--- src/common/iofc_pkg.sv ---
package iofc_pkg;
    // link addressing
    localparam logic [5:0] DEV_ADDR_HI = 6'h08;
    localparam logic WR_BIT = 1'b0;
    localparam int NUM_FRAME_BYTES = 4;

    // pointer byte decode
    localparam logic [3:0] MODE_CONFIG = 4'h0;
    localparam logic [3:0] MODE_DAC_WRITE = 4'h1;
    localparam logic [3:0] PTR_NOP = 4'h0;
    localparam logic [3:0] PTR_BOOST = 4'h1;
    localparam logic [3:0] PTR_GEN_CTRL = 4'h3;
    localparam logic [3:0] PTR_SOFT_RESET = 4'hF;

    // pin function configuration registers
    localparam int NUM_PINS = 8;
    localparam int NUM_CFG = 8;
    localparam int CFG_ADC = 0;
    localparam int CFG_VDAC = 1;
    localparam int CFG_PULLDOWN = 2;
    localparam int CFG_GPIO_OUT = 3;
    localparam int CFG_GPIO_IN = 4;
    localparam int CFG_OPEN_DRAIN = 5;
    localparam int CFG_THREE_STATE = 6;
    localparam int CFG_IDAC = 7;
    localparam logic [NUM_CFG-1:0][3:0] CFG_PTR = {4'hE, 4'hD, 4'hC, 4'hA, 4'h8, 4'h6, 4'h5, 4'h4};
    localparam logic [NUM_CFG-1:0][7:0] CFG_RST = {8'h00, 8'h00, 8'h00, 8'h00, 8'h00, 8'hFF, 8'h00, 8'h00};
    localparam logic [7:0] IDAC_PIN_MASK = 8'h0F;
    localparam logic [7:0] ALL_PINS = 8'hFF;

    // current output boost register
    localparam int NUM_IDAC = 4;
    localparam int BOOST_LSB = 5;
    localparam logic [NUM_IDAC-1:0] BOOST_RST = 4'h0;
    localparam logic [15:0] BOOST_WR_MASK = 16'h01E0;

    // general control register
    localparam int GEN_ADC_BUF = 9;
    localparam int GEN_LOCK = 7;
    localparam int GEN_WRITE_ALL = 6;
    localparam int GEN_ADC_RANGE = 5;
    localparam int GEN_DAC_RANGE = 4;
    localparam logic GEN_BIT_RST = 1'b0;
    localparam logic [15:0] GEN_WR_MASK = 16'h02F0;

    // host registers on apb
    localparam logic [31:0] HOST_CMD = 32'h0000_0000;
    localparam logic [31:0] HOST_DATA = 32'h0000_0004;
    localparam logic [31:0] HOST_STATUS = 32'h0000_0008;
    localparam logic [31:0] HOST_TARGET = 32'h0000_000C;
    localparam int CMD_GO_BIT = 8;
    localparam int ST_BUSY = 0;
    localparam int ST_DONE = 1;
    localparam int ST_NACK = 2;

    typedef enum logic [2:0] {DS_ADDR, DS_PTR, DS_MSB, DS_LSB, DS_IGNORE} iofc_dev_state_type;
    typedef enum logic [1:0] {HS_IDLE, HS_SEND, HS_STOP} iofc_host_state_type;
endpackage

--- src/common/iofc_link_if.sv ---
`timescale 1ns/10ps
`default_nettype none
interface iofc_link_if;
    logic frame;
    logic byte_stb;
    logic [7:0] byte_data;
    logic byte_ack;
    logic byte_nack;

    modport dev (
        input frame,
        input byte_stb,
        input byte_data,
        output byte_ack,
        output byte_nack
    );

    modport host (
        output frame,
        output byte_stb,
        output byte_data,
        input byte_ack,
        input byte_nack
    );
endinterface
`default_nettype wire

--- src/rtl/iofc_pin_cfg.sv ---
`timescale 1ns/10ps
`default_nettype none
module iofc_pin_cfg #(
    parameter logic [7:0] RESET_VALUE = 8'h00
) (
    // clock and reset
    input wire logic clk_sys,
    input wire logic srst,
    // write side
    input wire logic wr_en,
    input wire logic lock,
    input wire logic [7:0] wr_data,
    // bitmap, bit n drives pin n
    output logic [7:0] value
);
    always_ff @(posedge clk_sys) begin
        if (srst) begin
            value <= RESET_VALUE;
        end else if (wr_en && !lock) begin
            value <= wr_data;
        end
    end
endmodule
`default_nettype wire

--- src/rtl/iofc_device.sv ---
`timescale 1ns/10ps
`default_nettype none
// What this block does
// - boost bits 5..8 per current channel, reset 0
// - set boost raises channel full scale 10%
// - host writes zero to boost reserved bits
// - host writes zero to control reserved bits
// - control bit 9 enables ADC auxiliary buffer
// - control bit 7 freezes pin configuration registers
// - control bit 6 writes all DAC channels
// - control bit 5 doubles ADC input range
// - control bit 4 doubles DAC output range
// - data bit n maps to pin n
// - current output only on pins 0..3
// - pins default to pull-down after reset
// - DAC drive wins over GPIO out, pull-down and three-state, ADC may still sense
// - address byte, then pointer byte selects register
// - upper byte then lower byte form word
// - general control at pointer 0x03, reset 0
module iofc_device (
    // clock and reset
    input wire logic clk_sys,
    input wire logic srst,
    // link to host
    iofc_link_if.dev link,
    // address strap
    input wire logic addr_a0,
    // current output full-scale raise
    output logic cur_out0_fullscale_raise,
    output logic cur_out1_fullscale_raise,
    output logic cur_out2_fullscale_raise,
    output logic cur_out3_fullscale_raise,
    // analog control
    output logic adc_aux_buffer_en,
    output logic config_locked,
    output logic adc_range_double,
    output logic dac_range_double,
    // pin functions, bit n is config_pin_n
    output logic [iofc_pkg::NUM_PINS-1:0] pin_dac_drive,
    output logic [iofc_pkg::NUM_PINS-1:0] pin_current_out,
    output logic [iofc_pkg::NUM_PINS-1:0] pin_adc_sense,
    output logic [iofc_pkg::NUM_PINS-1:0] pin_pulldown,
    output logic [iofc_pkg::NUM_PINS-1:0] pin_gpio_out,
    output logic [iofc_pkg::NUM_PINS-1:0] pin_gpio_in,
    output logic [iofc_pkg::NUM_PINS-1:0] pin_open_drain,
    output logic [iofc_pkg::NUM_PINS-1:0] pin_three_state,
    // dac data writes
    output logic dac_wr_stb,
    output logic [iofc_pkg::NUM_PINS-1:0] dac_wr_mask,
    output logic [15:0] dac_wr_word
);
    import iofc_pkg::*;

    iofc_dev_state_type state;
    logic [7:0] ptr;
    logic [7:0] msb;
    logic [15:0] word;
    logic addr_ok;
    logic commit;
    logic cfg_mode;
    logic soft_rst;
    logic rst_any;
    logic [NUM_CFG-1:0][7:0] cfg;
    logic [NUM_IDAC-1:0] boost;
    logic gen_adc_buf;
    logic gen_lock;
    logic gen_write_all;
    logic gen_adc_range;
    logic gen_dac_range;
    logic [7:0] idac_pins;
    logic [7:0] dac_pins;

    assign addr_ok = link.byte_data == {DEV_ADDR_HI, addr_a0, WR_BIT};
    assign commit = link.byte_stb && (state == DS_LSB);
    assign word = {msb, link.byte_data};
    assign cfg_mode = ptr[7:4] == MODE_CONFIG;
    assign soft_rst = commit && cfg_mode && (ptr[3:0] == PTR_SOFT_RESET);
    assign rst_any = srst || soft_rst;

    // byte answers, same cycle as the strobe
    assign link.byte_ack = link.byte_stb && ((state == DS_ADDR) ? addr_ok
        : (state == DS_PTR || state == DS_MSB || state == DS_LSB));
    assign link.byte_nack = link.byte_stb && !link.byte_ack;

    // frame sequencing: address, pointer, upper, lower
    always_ff @(posedge clk_sys) begin
        if (srst || !link.frame) begin
            state <= DS_ADDR;
        end else if (link.byte_stb) begin
            unique case (state)
                DS_ADDR: begin
                    state <= addr_ok ? DS_PTR : DS_IGNORE;
                end
                DS_PTR: begin
                    state <= DS_MSB;
                end
                DS_MSB: begin
                    state <= DS_LSB;
                end
                DS_LSB: begin
                    state <= DS_IGNORE;
                end
                DS_IGNORE: begin
                    state <= DS_IGNORE;
                end
            endcase
        end
    end

    always_ff @(posedge clk_sys) begin
        if (srst) begin
            ptr <= 8'h00;
            msb <= 8'h00;
        end else if (link.byte_stb && state == DS_PTR) begin
            ptr <= link.byte_data;
        end else if (link.byte_stb && state == DS_MSB) begin
            msb <= link.byte_data;
        end
    end

    // boost register, reserved bits not stored
    always_ff @(posedge clk_sys) begin
        if (rst_any) begin
            boost <= BOOST_RST;
        end else if (commit && cfg_mode && ptr[3:0] == PTR_BOOST) begin
            boost <= word[BOOST_LSB +: NUM_IDAC];
        end
    end

    // general control stays writable under lock so the lock can be lifted
    always_ff @(posedge clk_sys) begin
        if (rst_any) begin
            gen_adc_buf <= GEN_BIT_RST;
            gen_lock <= GEN_BIT_RST;
            gen_write_all <= GEN_BIT_RST;
            gen_adc_range <= GEN_BIT_RST;
            gen_dac_range <= GEN_BIT_RST;
        end else if (commit && cfg_mode && ptr[3:0] == PTR_GEN_CTRL) begin
            gen_adc_buf <= word[GEN_ADC_BUF];
            gen_lock <= word[GEN_LOCK];
            gen_write_all <= word[GEN_WRITE_ALL];
            gen_adc_range <= word[GEN_ADC_RANGE];
            gen_dac_range <= word[GEN_DAC_RANGE];
        end
    end

    for (genvar i = 0; i < NUM_CFG; i++) begin : g_cfg
        iofc_pin_cfg #(
            .RESET_VALUE(CFG_RST[i])
        ) u_cfg (
            .clk_sys(clk_sys),
            .srst(rst_any),
            .wr_en(commit && cfg_mode && ptr[3:0] == CFG_PTR[i]),
            .lock(gen_lock),
            .wr_data(word[7:0]),
            .value(cfg[i])
        );
    end

    assign idac_pins = cfg[CFG_IDAC] & IDAC_PIN_MASK;
    assign dac_pins = cfg[CFG_VDAC] | idac_pins;

    assign adc_aux_buffer_en = gen_adc_buf;
    assign config_locked = gen_lock;
    assign adc_range_double = gen_adc_range;
    assign dac_range_double = gen_dac_range;

    // pin function decode
    always_ff @(posedge clk_sys) begin
        if (srst) begin
            pin_dac_drive <= 8'h00;
            pin_current_out <= 8'h00;
            pin_adc_sense <= 8'h00;
            pin_pulldown <= CFG_RST[CFG_PULLDOWN];
            pin_gpio_out <= 8'h00;
            pin_gpio_in <= 8'h00;
            pin_open_drain <= 8'h00;
            pin_three_state <= 8'h00;
        end else begin
            pin_dac_drive <= dac_pins;
            pin_current_out <= idac_pins;
            pin_adc_sense <= cfg[CFG_ADC];
            pin_pulldown <= cfg[CFG_PULLDOWN] & ~dac_pins & ~cfg[CFG_GPIO_OUT]
                & ~cfg[CFG_THREE_STATE];
            pin_gpio_out <= cfg[CFG_GPIO_OUT] & ~dac_pins;
            pin_gpio_in <= cfg[CFG_GPIO_IN];
            pin_open_drain <= cfg[CFG_OPEN_DRAIN] & cfg[CFG_GPIO_OUT];
            pin_three_state <= cfg[CFG_THREE_STATE] & ~dac_pins;
        end
    end

    // boost acts only on enabled current outputs, pins 0..3
    always_ff @(posedge clk_sys) begin
        if (srst) begin
            cur_out0_fullscale_raise <= 1'b0;
            cur_out1_fullscale_raise <= 1'b0;
            cur_out2_fullscale_raise <= 1'b0;
            cur_out3_fullscale_raise <= 1'b0;
        end else begin
            cur_out0_fullscale_raise <= boost[0] & idac_pins[0];
            cur_out1_fullscale_raise <= boost[1] & idac_pins[1];
            cur_out2_fullscale_raise <= boost[2] & idac_pins[2];
            cur_out3_fullscale_raise <= boost[3] & idac_pins[3];
        end
    end

    // dac data writes
    always_ff @(posedge clk_sys) begin
        if (srst) begin
            dac_wr_stb <= 1'b0;
            dac_wr_mask <= 8'h00;
            dac_wr_word <= 16'h0000;
        end else begin
            dac_wr_stb <= commit && (ptr[7:4] == MODE_DAC_WRITE);
            if (commit && ptr[7:4] == MODE_DAC_WRITE) begin
                dac_wr_mask <= gen_write_all ? ALL_PINS : (8'h01 << ptr[2:0]);
                dac_wr_word <= word;
            end
        end
    end
endmodule
`default_nettype wire

--- src/flat_wrapper.sv ---
// flat-port wrapper written by rule: the top's interface ports become plain ports
module iofc_device_flat import iofc_pkg::*;
  (clk_sys, srst, addr_a0, cur_out0_fullscale_raise, cur_out1_fullscale_raise, cur_out2_fullscale_raise, cur_out3_fullscale_raise, adc_aux_buffer_en, config_locked, adc_range_double, dac_range_double, pin_dac_drive, pin_current_out, pin_adc_sense, pin_pulldown, pin_gpio_out, pin_gpio_in, pin_open_drain, pin_three_state, dac_wr_stb, dac_wr_mask, dac_wr_word, link_frame, link_byte_stb, link_byte_data, link_byte_ack, link_byte_nack);
  iofc_link_if link_i ();
  input wire logic clk_sys;
  input wire logic srst;
  input wire logic addr_a0;
  output logic cur_out0_fullscale_raise;
  output logic cur_out1_fullscale_raise;
  output logic cur_out2_fullscale_raise;
  output logic cur_out3_fullscale_raise;
  output logic adc_aux_buffer_en;
  output logic config_locked;
  output logic adc_range_double;
  output logic dac_range_double;
  output logic [iofc_pkg::NUM_PINS-1:0] pin_dac_drive;
  output logic [iofc_pkg::NUM_PINS-1:0] pin_current_out;
  output logic [iofc_pkg::NUM_PINS-1:0] pin_adc_sense;
  output logic [iofc_pkg::NUM_PINS-1:0] pin_pulldown;
  output logic [iofc_pkg::NUM_PINS-1:0] pin_gpio_out;
  output logic [iofc_pkg::NUM_PINS-1:0] pin_gpio_in;
  output logic [iofc_pkg::NUM_PINS-1:0] pin_open_drain;
  output logic [iofc_pkg::NUM_PINS-1:0] pin_three_state;
  output logic dac_wr_stb;
  output logic [iofc_pkg::NUM_PINS-1:0] dac_wr_mask;
  output logic [15:0] dac_wr_word;
  input wire logic [$bits(link_i.frame)-1:0] link_frame;
  input wire logic [$bits(link_i.byte_stb)-1:0] link_byte_stb;
  input wire logic [$bits(link_i.byte_data)-1:0] link_byte_data;
  output wire logic [$bits(link_i.byte_ack)-1:0] link_byte_ack;
  output wire logic [$bits(link_i.byte_nack)-1:0] link_byte_nack;
  assign link_i.frame = link_frame;
  assign link_i.byte_stb = link_byte_stb;
  assign link_i.byte_data = link_byte_data;
  assign link_byte_ack = link_i.byte_ack;
  assign link_byte_nack = link_i.byte_nack;
  iofc_device u_core (.clk_sys(clk_sys), .srst(srst), .link(link_i), .addr_a0(addr_a0), .cur_out0_fullscale_raise(cur_out0_fullscale_raise), .cur_out1_fullscale_raise(cur_out1_fullscale_raise), .cur_out2_fullscale_raise(cur_out2_fullscale_raise), .cur_out3_fullscale_raise(cur_out3_fullscale_raise), .adc_aux_buffer_en(adc_aux_buffer_en), .config_locked(config_locked), .adc_range_double(adc_range_double), .dac_range_double(dac_range_double), .pin_dac_drive(pin_dac_drive), .pin_current_out(pin_current_out), .pin_adc_sense(pin_adc_sense), .pin_pulldown(pin_pulldown), .pin_gpio_out(pin_gpio_out), .pin_gpio_in(pin_gpio_in), .pin_open_drain(pin_open_drain), .pin_three_state(pin_three_state), .dac_wr_stb(dac_wr_stb), .dac_wr_mask(dac_wr_mask), .dac_wr_word(dac_wr_word));
endmodule
--- config.mk ---
export PLATFORM = sky130hd
export DESIGN_NAME = iofc_device_flat
export DESIGN_NICKNAME = d
export VERILOG_FILES = /design/src/common/iofc_pkg.sv /design/src/common/iofc_link_if.sv /design/src/rtl/iofc_pin_cfg.sv /design/src/rtl/iofc_device.sv /design/src/flat_wrapper.sv
export SDC_FILE = /design/constraint.sdc
export NUM_CORES = 1
export LEC_CHECK = 0
export BUFFER_PORTS_ARGS = -buffer_cell sky130_fd_sc_hd__buf_2
export CELL_PAD_IN_SITES_DETAIL_PLACEMENT = 0
export CELL_PAD_IN_SITES_GLOBAL_PLACEMENT = 1
export CORE_ASPECT_RATIO = 0.5
export CORE_MARGIN = 3
export CORE_UTILIZATION = 46
export CTS_CLUSTER_DIAMETER = 40
export DETAILED_ROUTE_END_ITERATION = 16
export HOLD_SLACK_MARGIN = 0.05
export PLACE_DENSITY = 0.84
export SYNTH_ARGS = -nofsm -noshare
export SYNTH_HDL_FRONTEND = slang
export SYNTH_HIERARCHICAL = 1
export SYNTH_SLANG_ARGS = --single-unit
--- constraint.sdc ---
create_clock -name clk_sys -period 5.2 [get_ports clk_sys]
set_input_delay 0.78 -clock clk_sys [delete_from_list [all_inputs] [get_ports clk_sys]]
set_output_delay 0.78 -clock clk_sys [all_outputs]
set_load 0.03 [all_outputs]
Word level (Yosys, flattened, before mapping)
Index checks and enable logic that the tools add are counted.
- magnitude comparators: 0
- div/mod/pow operators: 0
- reduce and logical (&&, ||, !) cells: 37
- $mul: 0
- equal/unequal tests: 17
- add/sub/neg operators: 0
- shifts and indexed selects: 1
- muxes and demuxes: 4
- bitwise gates (word level): 15
- operator list (kind ; count):
    bitwise AND 8 bit ; 6
    logical AND 1 bit ; 26
    == test 4 bit, second input constant ; 6
    inverter 8 bit ; 3
    == test 4 x 3 -> 1 bit, second input constant ; 3
    one-hot mux 3 bit (4 select lines) ; 1
    == test 4 x 1 -> 1 bit, second input constant ; 2
    == test 8 x 6 -> 1 bit ; 1
    2-to-1 mux 8 bit ; 1
    bitwise OR 8 x 4 -> 8 bit ; 1
    << shifter 1 x 3 -> 8 bit, first input constant ; 1
    == test 3 x 2 -> 1 bit, second input constant ; 2
    bitwise AND 1 bit ; 4
    == test 4 x 2 -> 1 bit, second input constant ; 1
    zero test 4 bit ; 1
    logical OR 1 bit ; 4
    == test 3 x 1 -> 1 bit, second input constant ; 1
    == test 3 bit, second input constant ; 1
    zero test 1 bit ; 3
    zero test 3 bit ; 1
    2-to-1 mux 3 bit ; 1
    AND reduction 2 bit ; 1
    OR reduction 2 bit ; 1
    2-to-1 mux 1 bit ; 1
    inverter 1 bit ; 1
- bits in writable memories: 0
- register bits: 181
- bits in latches: 0
- memories: 0
- input bits: 13
- word-level logic and storage cells: 107
- output and inout port bits: 99
- bits in read-only memories: 0

Depth between registers and ports, before layout
- depth after elaboration: 7
- depth in mapped cells: 9

Modules after synthesis
The synthesis kept the hierarchy.
- modules (own cells, without submodules) (module ; cells an instance ; area an instance (um^2) ; times used):
    iofc_device ; 427 ; 4066.4 ; 1
    iofc_pin_cfg (u_core.g_cfg[0].u_cfg ...) ; 34 ; 359.1 ; 7
    iofc_pin_cfg (u_core.g_cfg[2].u_cfg) ; 36 ; 356.6 ; 1

Worst setup path before layout
Ideal clock, no wire load.
- path type: input-to-reg
- start point: in link_byte_stb
- end point: reg u_core.g_cfg[1].u_cfg.value[0]
- path buffers: 1
- stages: 7
- data arrival time: 2.686 ns
- path slack: 2.396 ns
- path through: buf_4 -> or4b_4 -> nor2_4 -> or4b_4 -> nor2_1 -> and2b_4 -> o21ai_1
- word-level cells in the longest chain between the ends: 4
- elaborated cells on any way between the ends: 6
- those cells by class: reduce/logical: 6
- ends and longest elaborated chain (what ; line ; text):
    start: declaration ; flat_wrapper.sv:28 ; input wire logic [$bits(link_i.byte_stb)-1:0] link_byte_stb;
    logical AND 1 bit * ; iofc_device.sv:74 ; assign commit = link.byte_stb && (state == DS_LSB);
    logical AND 1 bit * ; iofc_device.sv:77, iofc_device.sv:153 ;
    logical AND 1 bit, on equally long branches ; iofc_device.sv:153, iofc_device.sv:77 ;
    logical AND 1 bit or logical OR 1 bit (tied branches) ; iofc_pin_cfg.sv:19, iofc_device.sv:78 ;
    end signal: assignment ; iofc_pin_cfg.sv:20 ; value <= wr_data;
    end: declaration ; iofc_pin_cfg.sv:14 ; output logic [7:0] value
Every way passes the cells marked *; elsewhere a longest branch is shown, timed or not.
A chain may end at the register's enable or synchronous reset.

Worst setup path in the final report
- start point: in link_byte_data[4]
- end point: out link_byte_nack
- word-level cells in the longest chain between the ends: 5
- ends and longest elaborated chain (what ; line ; text):
    start: declaration ; flat_wrapper.sv:29 ; input wire logic [$bits(link_i.byte_data)-1:0] link_byte_data;
    == test 8 x 6 -> 1 bit ; iofc_device.sv:73 ; assign addr_ok = link.byte_data == {DEV_ADDR_HI, addr_a0, WR_BIT};
    2-to-1 mux 1 bit ; iofc_device.sv:81 ; assign link.byte_ack = link.byte_stb && ((state == DS_ADDR) ? addr_ok
    logical AND 1 bit ; iofc_device.sv:81 ;
    zero test 1 bit ; iofc_device.sv:83 ; assign link.byte_nack = link.byte_stb && !link.byte_ack;
    logical AND 1 bit ; iofc_device.sv:83 ;
    end: declaration ; flat_wrapper.sv:31 ; output wire logic [$bits(link_i.byte_nack)-1:0] link_byte_nack;
No other way between the ends.

==> results.md <==
* Cell area after synthesis at 6760 sq um
* Diodes inserted at 0
* Chip height at 91.7 microns
* Register-to-Register Path Depth at 6
* Number of instances on the worst hold path at 2
* Global-route wire length before repair at 25.3 mm
* Crit path capture type: output port
* Average wire per cell in the routed design at 16.1 microns
* Capture instance of the worst register-to-register path: u_core/g_cfg[0].u_cfg/value[0]
* Clock tree from TritonCTS: yes
* TritonCTS Buffers at 17
* Yosys warning total at 6
* Maximum achievable frequency at 352 MHz
* Kind of start point of the critical path: input port
* Number of buffers on the longest clock path at 2
* Antenna Nets Post-Route at 0
* Number of antenna violations at the first check in global routing at 0
* Starting density of the core at 0.484
* Switching power at 0.000634 W
* Area growth from synthesis to layout at 17.8%
* Peak supply drop at 212 uV
* Placed standard-cell area at 7380 sq um
* Worst min-delay path class: reg -> reg
* DRC marker count from the first detailed-route iteration at 380
* Number of placed instances with taps included at 952
* Final cycle utilization of the critical path at 0.547
* Setup slack of the critical path after layout at 2.36 ns
* Total routing resource utilization after global routing at 0.194
* Die Outline Area at 16,300 sq um
* First-pass iteration count of the detailed router at 5
* Max-cap violations at 0
* Final WL at 15.8 mm
* Max FO, Critical Path at 12
* Cts hold-fix bufs at 0
* Slew Limit Headroom at 0.298
* Largest net degree at the start of global routing at 102
* Placeable core region at 14,000 sq um
* Unrepaired setup endpoints after global routing: no
* Final worst path period need at 2.84 ns
* Power density relative to cell area at 339 nW/um^2
* Count of final hold-check violations at 0
* Routability congestion estimate at 0.750
* Most utilized layer in the global route result: met2
* Clock Sink Count at 177
* Internal power at 0.00206 W
* Routing usage on met2 at 0.292
* Net count of the finished layout at 792
* Hold path start: u_core/g_cfg[5].u_cfg/value[7]
* Tot Pwr at 0.00270 W
* Status: finished, final reports clean
* Switching part of the total power at 0.235
* Number of levels the H-tree was split into at 4
* Post-cts sizing count at 0
* Count of buffers inserted at the top-level ports at 107
* FF-to-FF setup slack at 2.57 ns
* Synthesized instance count at 685
* Top Ports at 112
* Arrival time at the worst endpoint at 2.06 ns
* Reg-to-reg critical path startpoint: u_core/ptr[7]
* Post-Place Worst Slack at 2.00 ns
* Synthesized area per cell at 9.87 sq um
* Post-route design area at 7960 sq um
* Fraction of power consumed by combinational cells at 0.031
* Clock skew after layout at 0.0121 ns
* Final cell count without fillers at 984
* Reg clk slew, reported paths at 0.07 ns
* Detailed-route vias per instance at 5.25
* Overall via count from detail_route at 5,162
* Hpwl dp at 9.91 mm
* Grt ovf at 0
* Met3 track demand over resource at 0.0376
* Data required time at the worst endpoint at 4.42 ns
* Remaining design rule violation count at 0
* Fin Setup TNS at 0 ns
* Root Buffer Master: clkbuf_16
* Post-CTS setup buffers at 0
* Leakage power figure at 2.97 nW
* Slew @ Worst Pin at 1.05 ns
* Count of pins over their slew limit at 0
* Share of total power in sequential cells at 0.504
* Part of the total power dissipated in the clock network at 0.465
* Die extent in x at 177 microns
* Share of cells above drive strength 1 at 0.226
* End point of the worst hold path: u_core/pin_open_drain[7]
* Clock latency on the worst-skew pair at 0.42 ns
* Setup Crit Path Kind: in -> out
* Met1 layer usage reported by global route at 0.282
* Crit path from: link_byte_data[4]
* Number of failing setup endpoints in the final timing report at 0
* Placement Rows at 30
* Via count of the first global-routing pass at 4,791
## stage by stage
| step | utilization | hold slack (ns) |
|---|---|---|
| after floorplan | - | 0.417 |
| after global placement | 0.529 | 0.435 |
| after detailed placement | 0.529 | 0.433 |
| after CTS | 0.570 | 0.444 |
| after global routing | 0.570 | 0.471 |
| final | 0.570 | 0.443 |
## registers in the layout (all words and copies together), names as in the netlist, 3 cells and up
| name | flops |
|---|---|
| u_core/pin_gpio_out | 8 |
| u_core/pin_three_state | 8 |
| u_core/pin_adc_sense | 8 |
| u_core/pin_open_drain | 8 |
| u_core/state | 3 |
| u_core/pin_gpio_in | 8 |
| u_core/g_cfg.u_cfg/value | 60 |
| u_core/dac_wr_word | 16 |
| u_core/ptr | 8 |
| u_core/pin_current_out | 4 |
| u_core/pin_dac_drive | 8 |
| u_core/dac_wr_mask | 8 |
| u_core/boost | 4 |
| u_core/msb | 8 |
| u_core/pin_pulldown | 8 |
## critical path: stages
cell	delay (ns)
buf_2	0.22
nor4_1	0.32
nand4_1	0.19
and2_1	0.21
o21a_1	0.16
buf_2	0.17
## routing by layer
metal,part of all wire,vias up
li1,-,2559
met1,0.50,2473
met2,0.44,120
met3,0.050,10
met4,0.0067,0
met5,0,-
## how the worst max path moves through the flow
stage	endpoint	depth (start not counted)
5_1_grt	link_byte_nack	6
2_1_floorplan	u_core/g_cfg[1].u_cfg/value[0]	7
3_5_place_dp	u_core/g_cfg[0].u_cfg/value[0]	7
3_3_place_gp	u_core/g_cfg[0].u_cfg/value[6]	7
6_report	link_byte_nack	6
4_1_cts	link_byte_nack	6
## power groups by stage
stage	Sequential [W]	Clock (W)	Combinational, W
2_1_floorplan	0.00139	0	0.0000574
3_3_place_gp	0.00139	0	0.0000814
3_5_place_dp	0.00139	0	0.0000818
4_1_cts	0.00136	0.00128	0.0000821
5_1_grt	0.00136	0.00134	0.0000888
6_report	0.00136	0.00125	0.0000824
## layout make-up
type | instances | area (sq um)
Inverter | 4 | 15.0
Sequential cell | 177 | 3540
Fill cell | 1300 | 6000
Clock inverter | 13 | 149
Tap cell | 192 | 240
Multi-Input combinational cell | 467 | 3010
Timing Repair Buffer | 112 | 576
Clock buffer | 19 | 433
## placed cells by master, fill, tap and decap left out, types with 2 or more instances in the layout
master / n
buf_2: 106
a31oi_1: 2
o21ai_1: 46
a211oi_1: 4
nor2_1: 56
and2_1: 5
nor2b_1: 25
or2_2: 4
clkinv_4: 3
inv_1: 4
nor4_4: 2
buf_4: 6
conb_1: 4
o21ai_2: 6
a31o_2: 4
nor4b_1: 13
mux2i_1: 17
and3b_1: 5
a21oi_1: 32
nor2_2: 7
dfxtp_1: 177
o21ai_0: 2
inv_8: 4
nor3b_1: 9
and2b_4: 7
nand3_1: 3
nor3_1: 14
nand2_1: 69
clkbuf_1: 2
clkinvlp_4: 3
and3_1: 2
nor4_1: 2
clkbuf_16: 17
nand2b_1: 56
a311oi_1: 3
or4b_4: 2
nand4bb_1: 52
(Power assumes the default switching activity.)
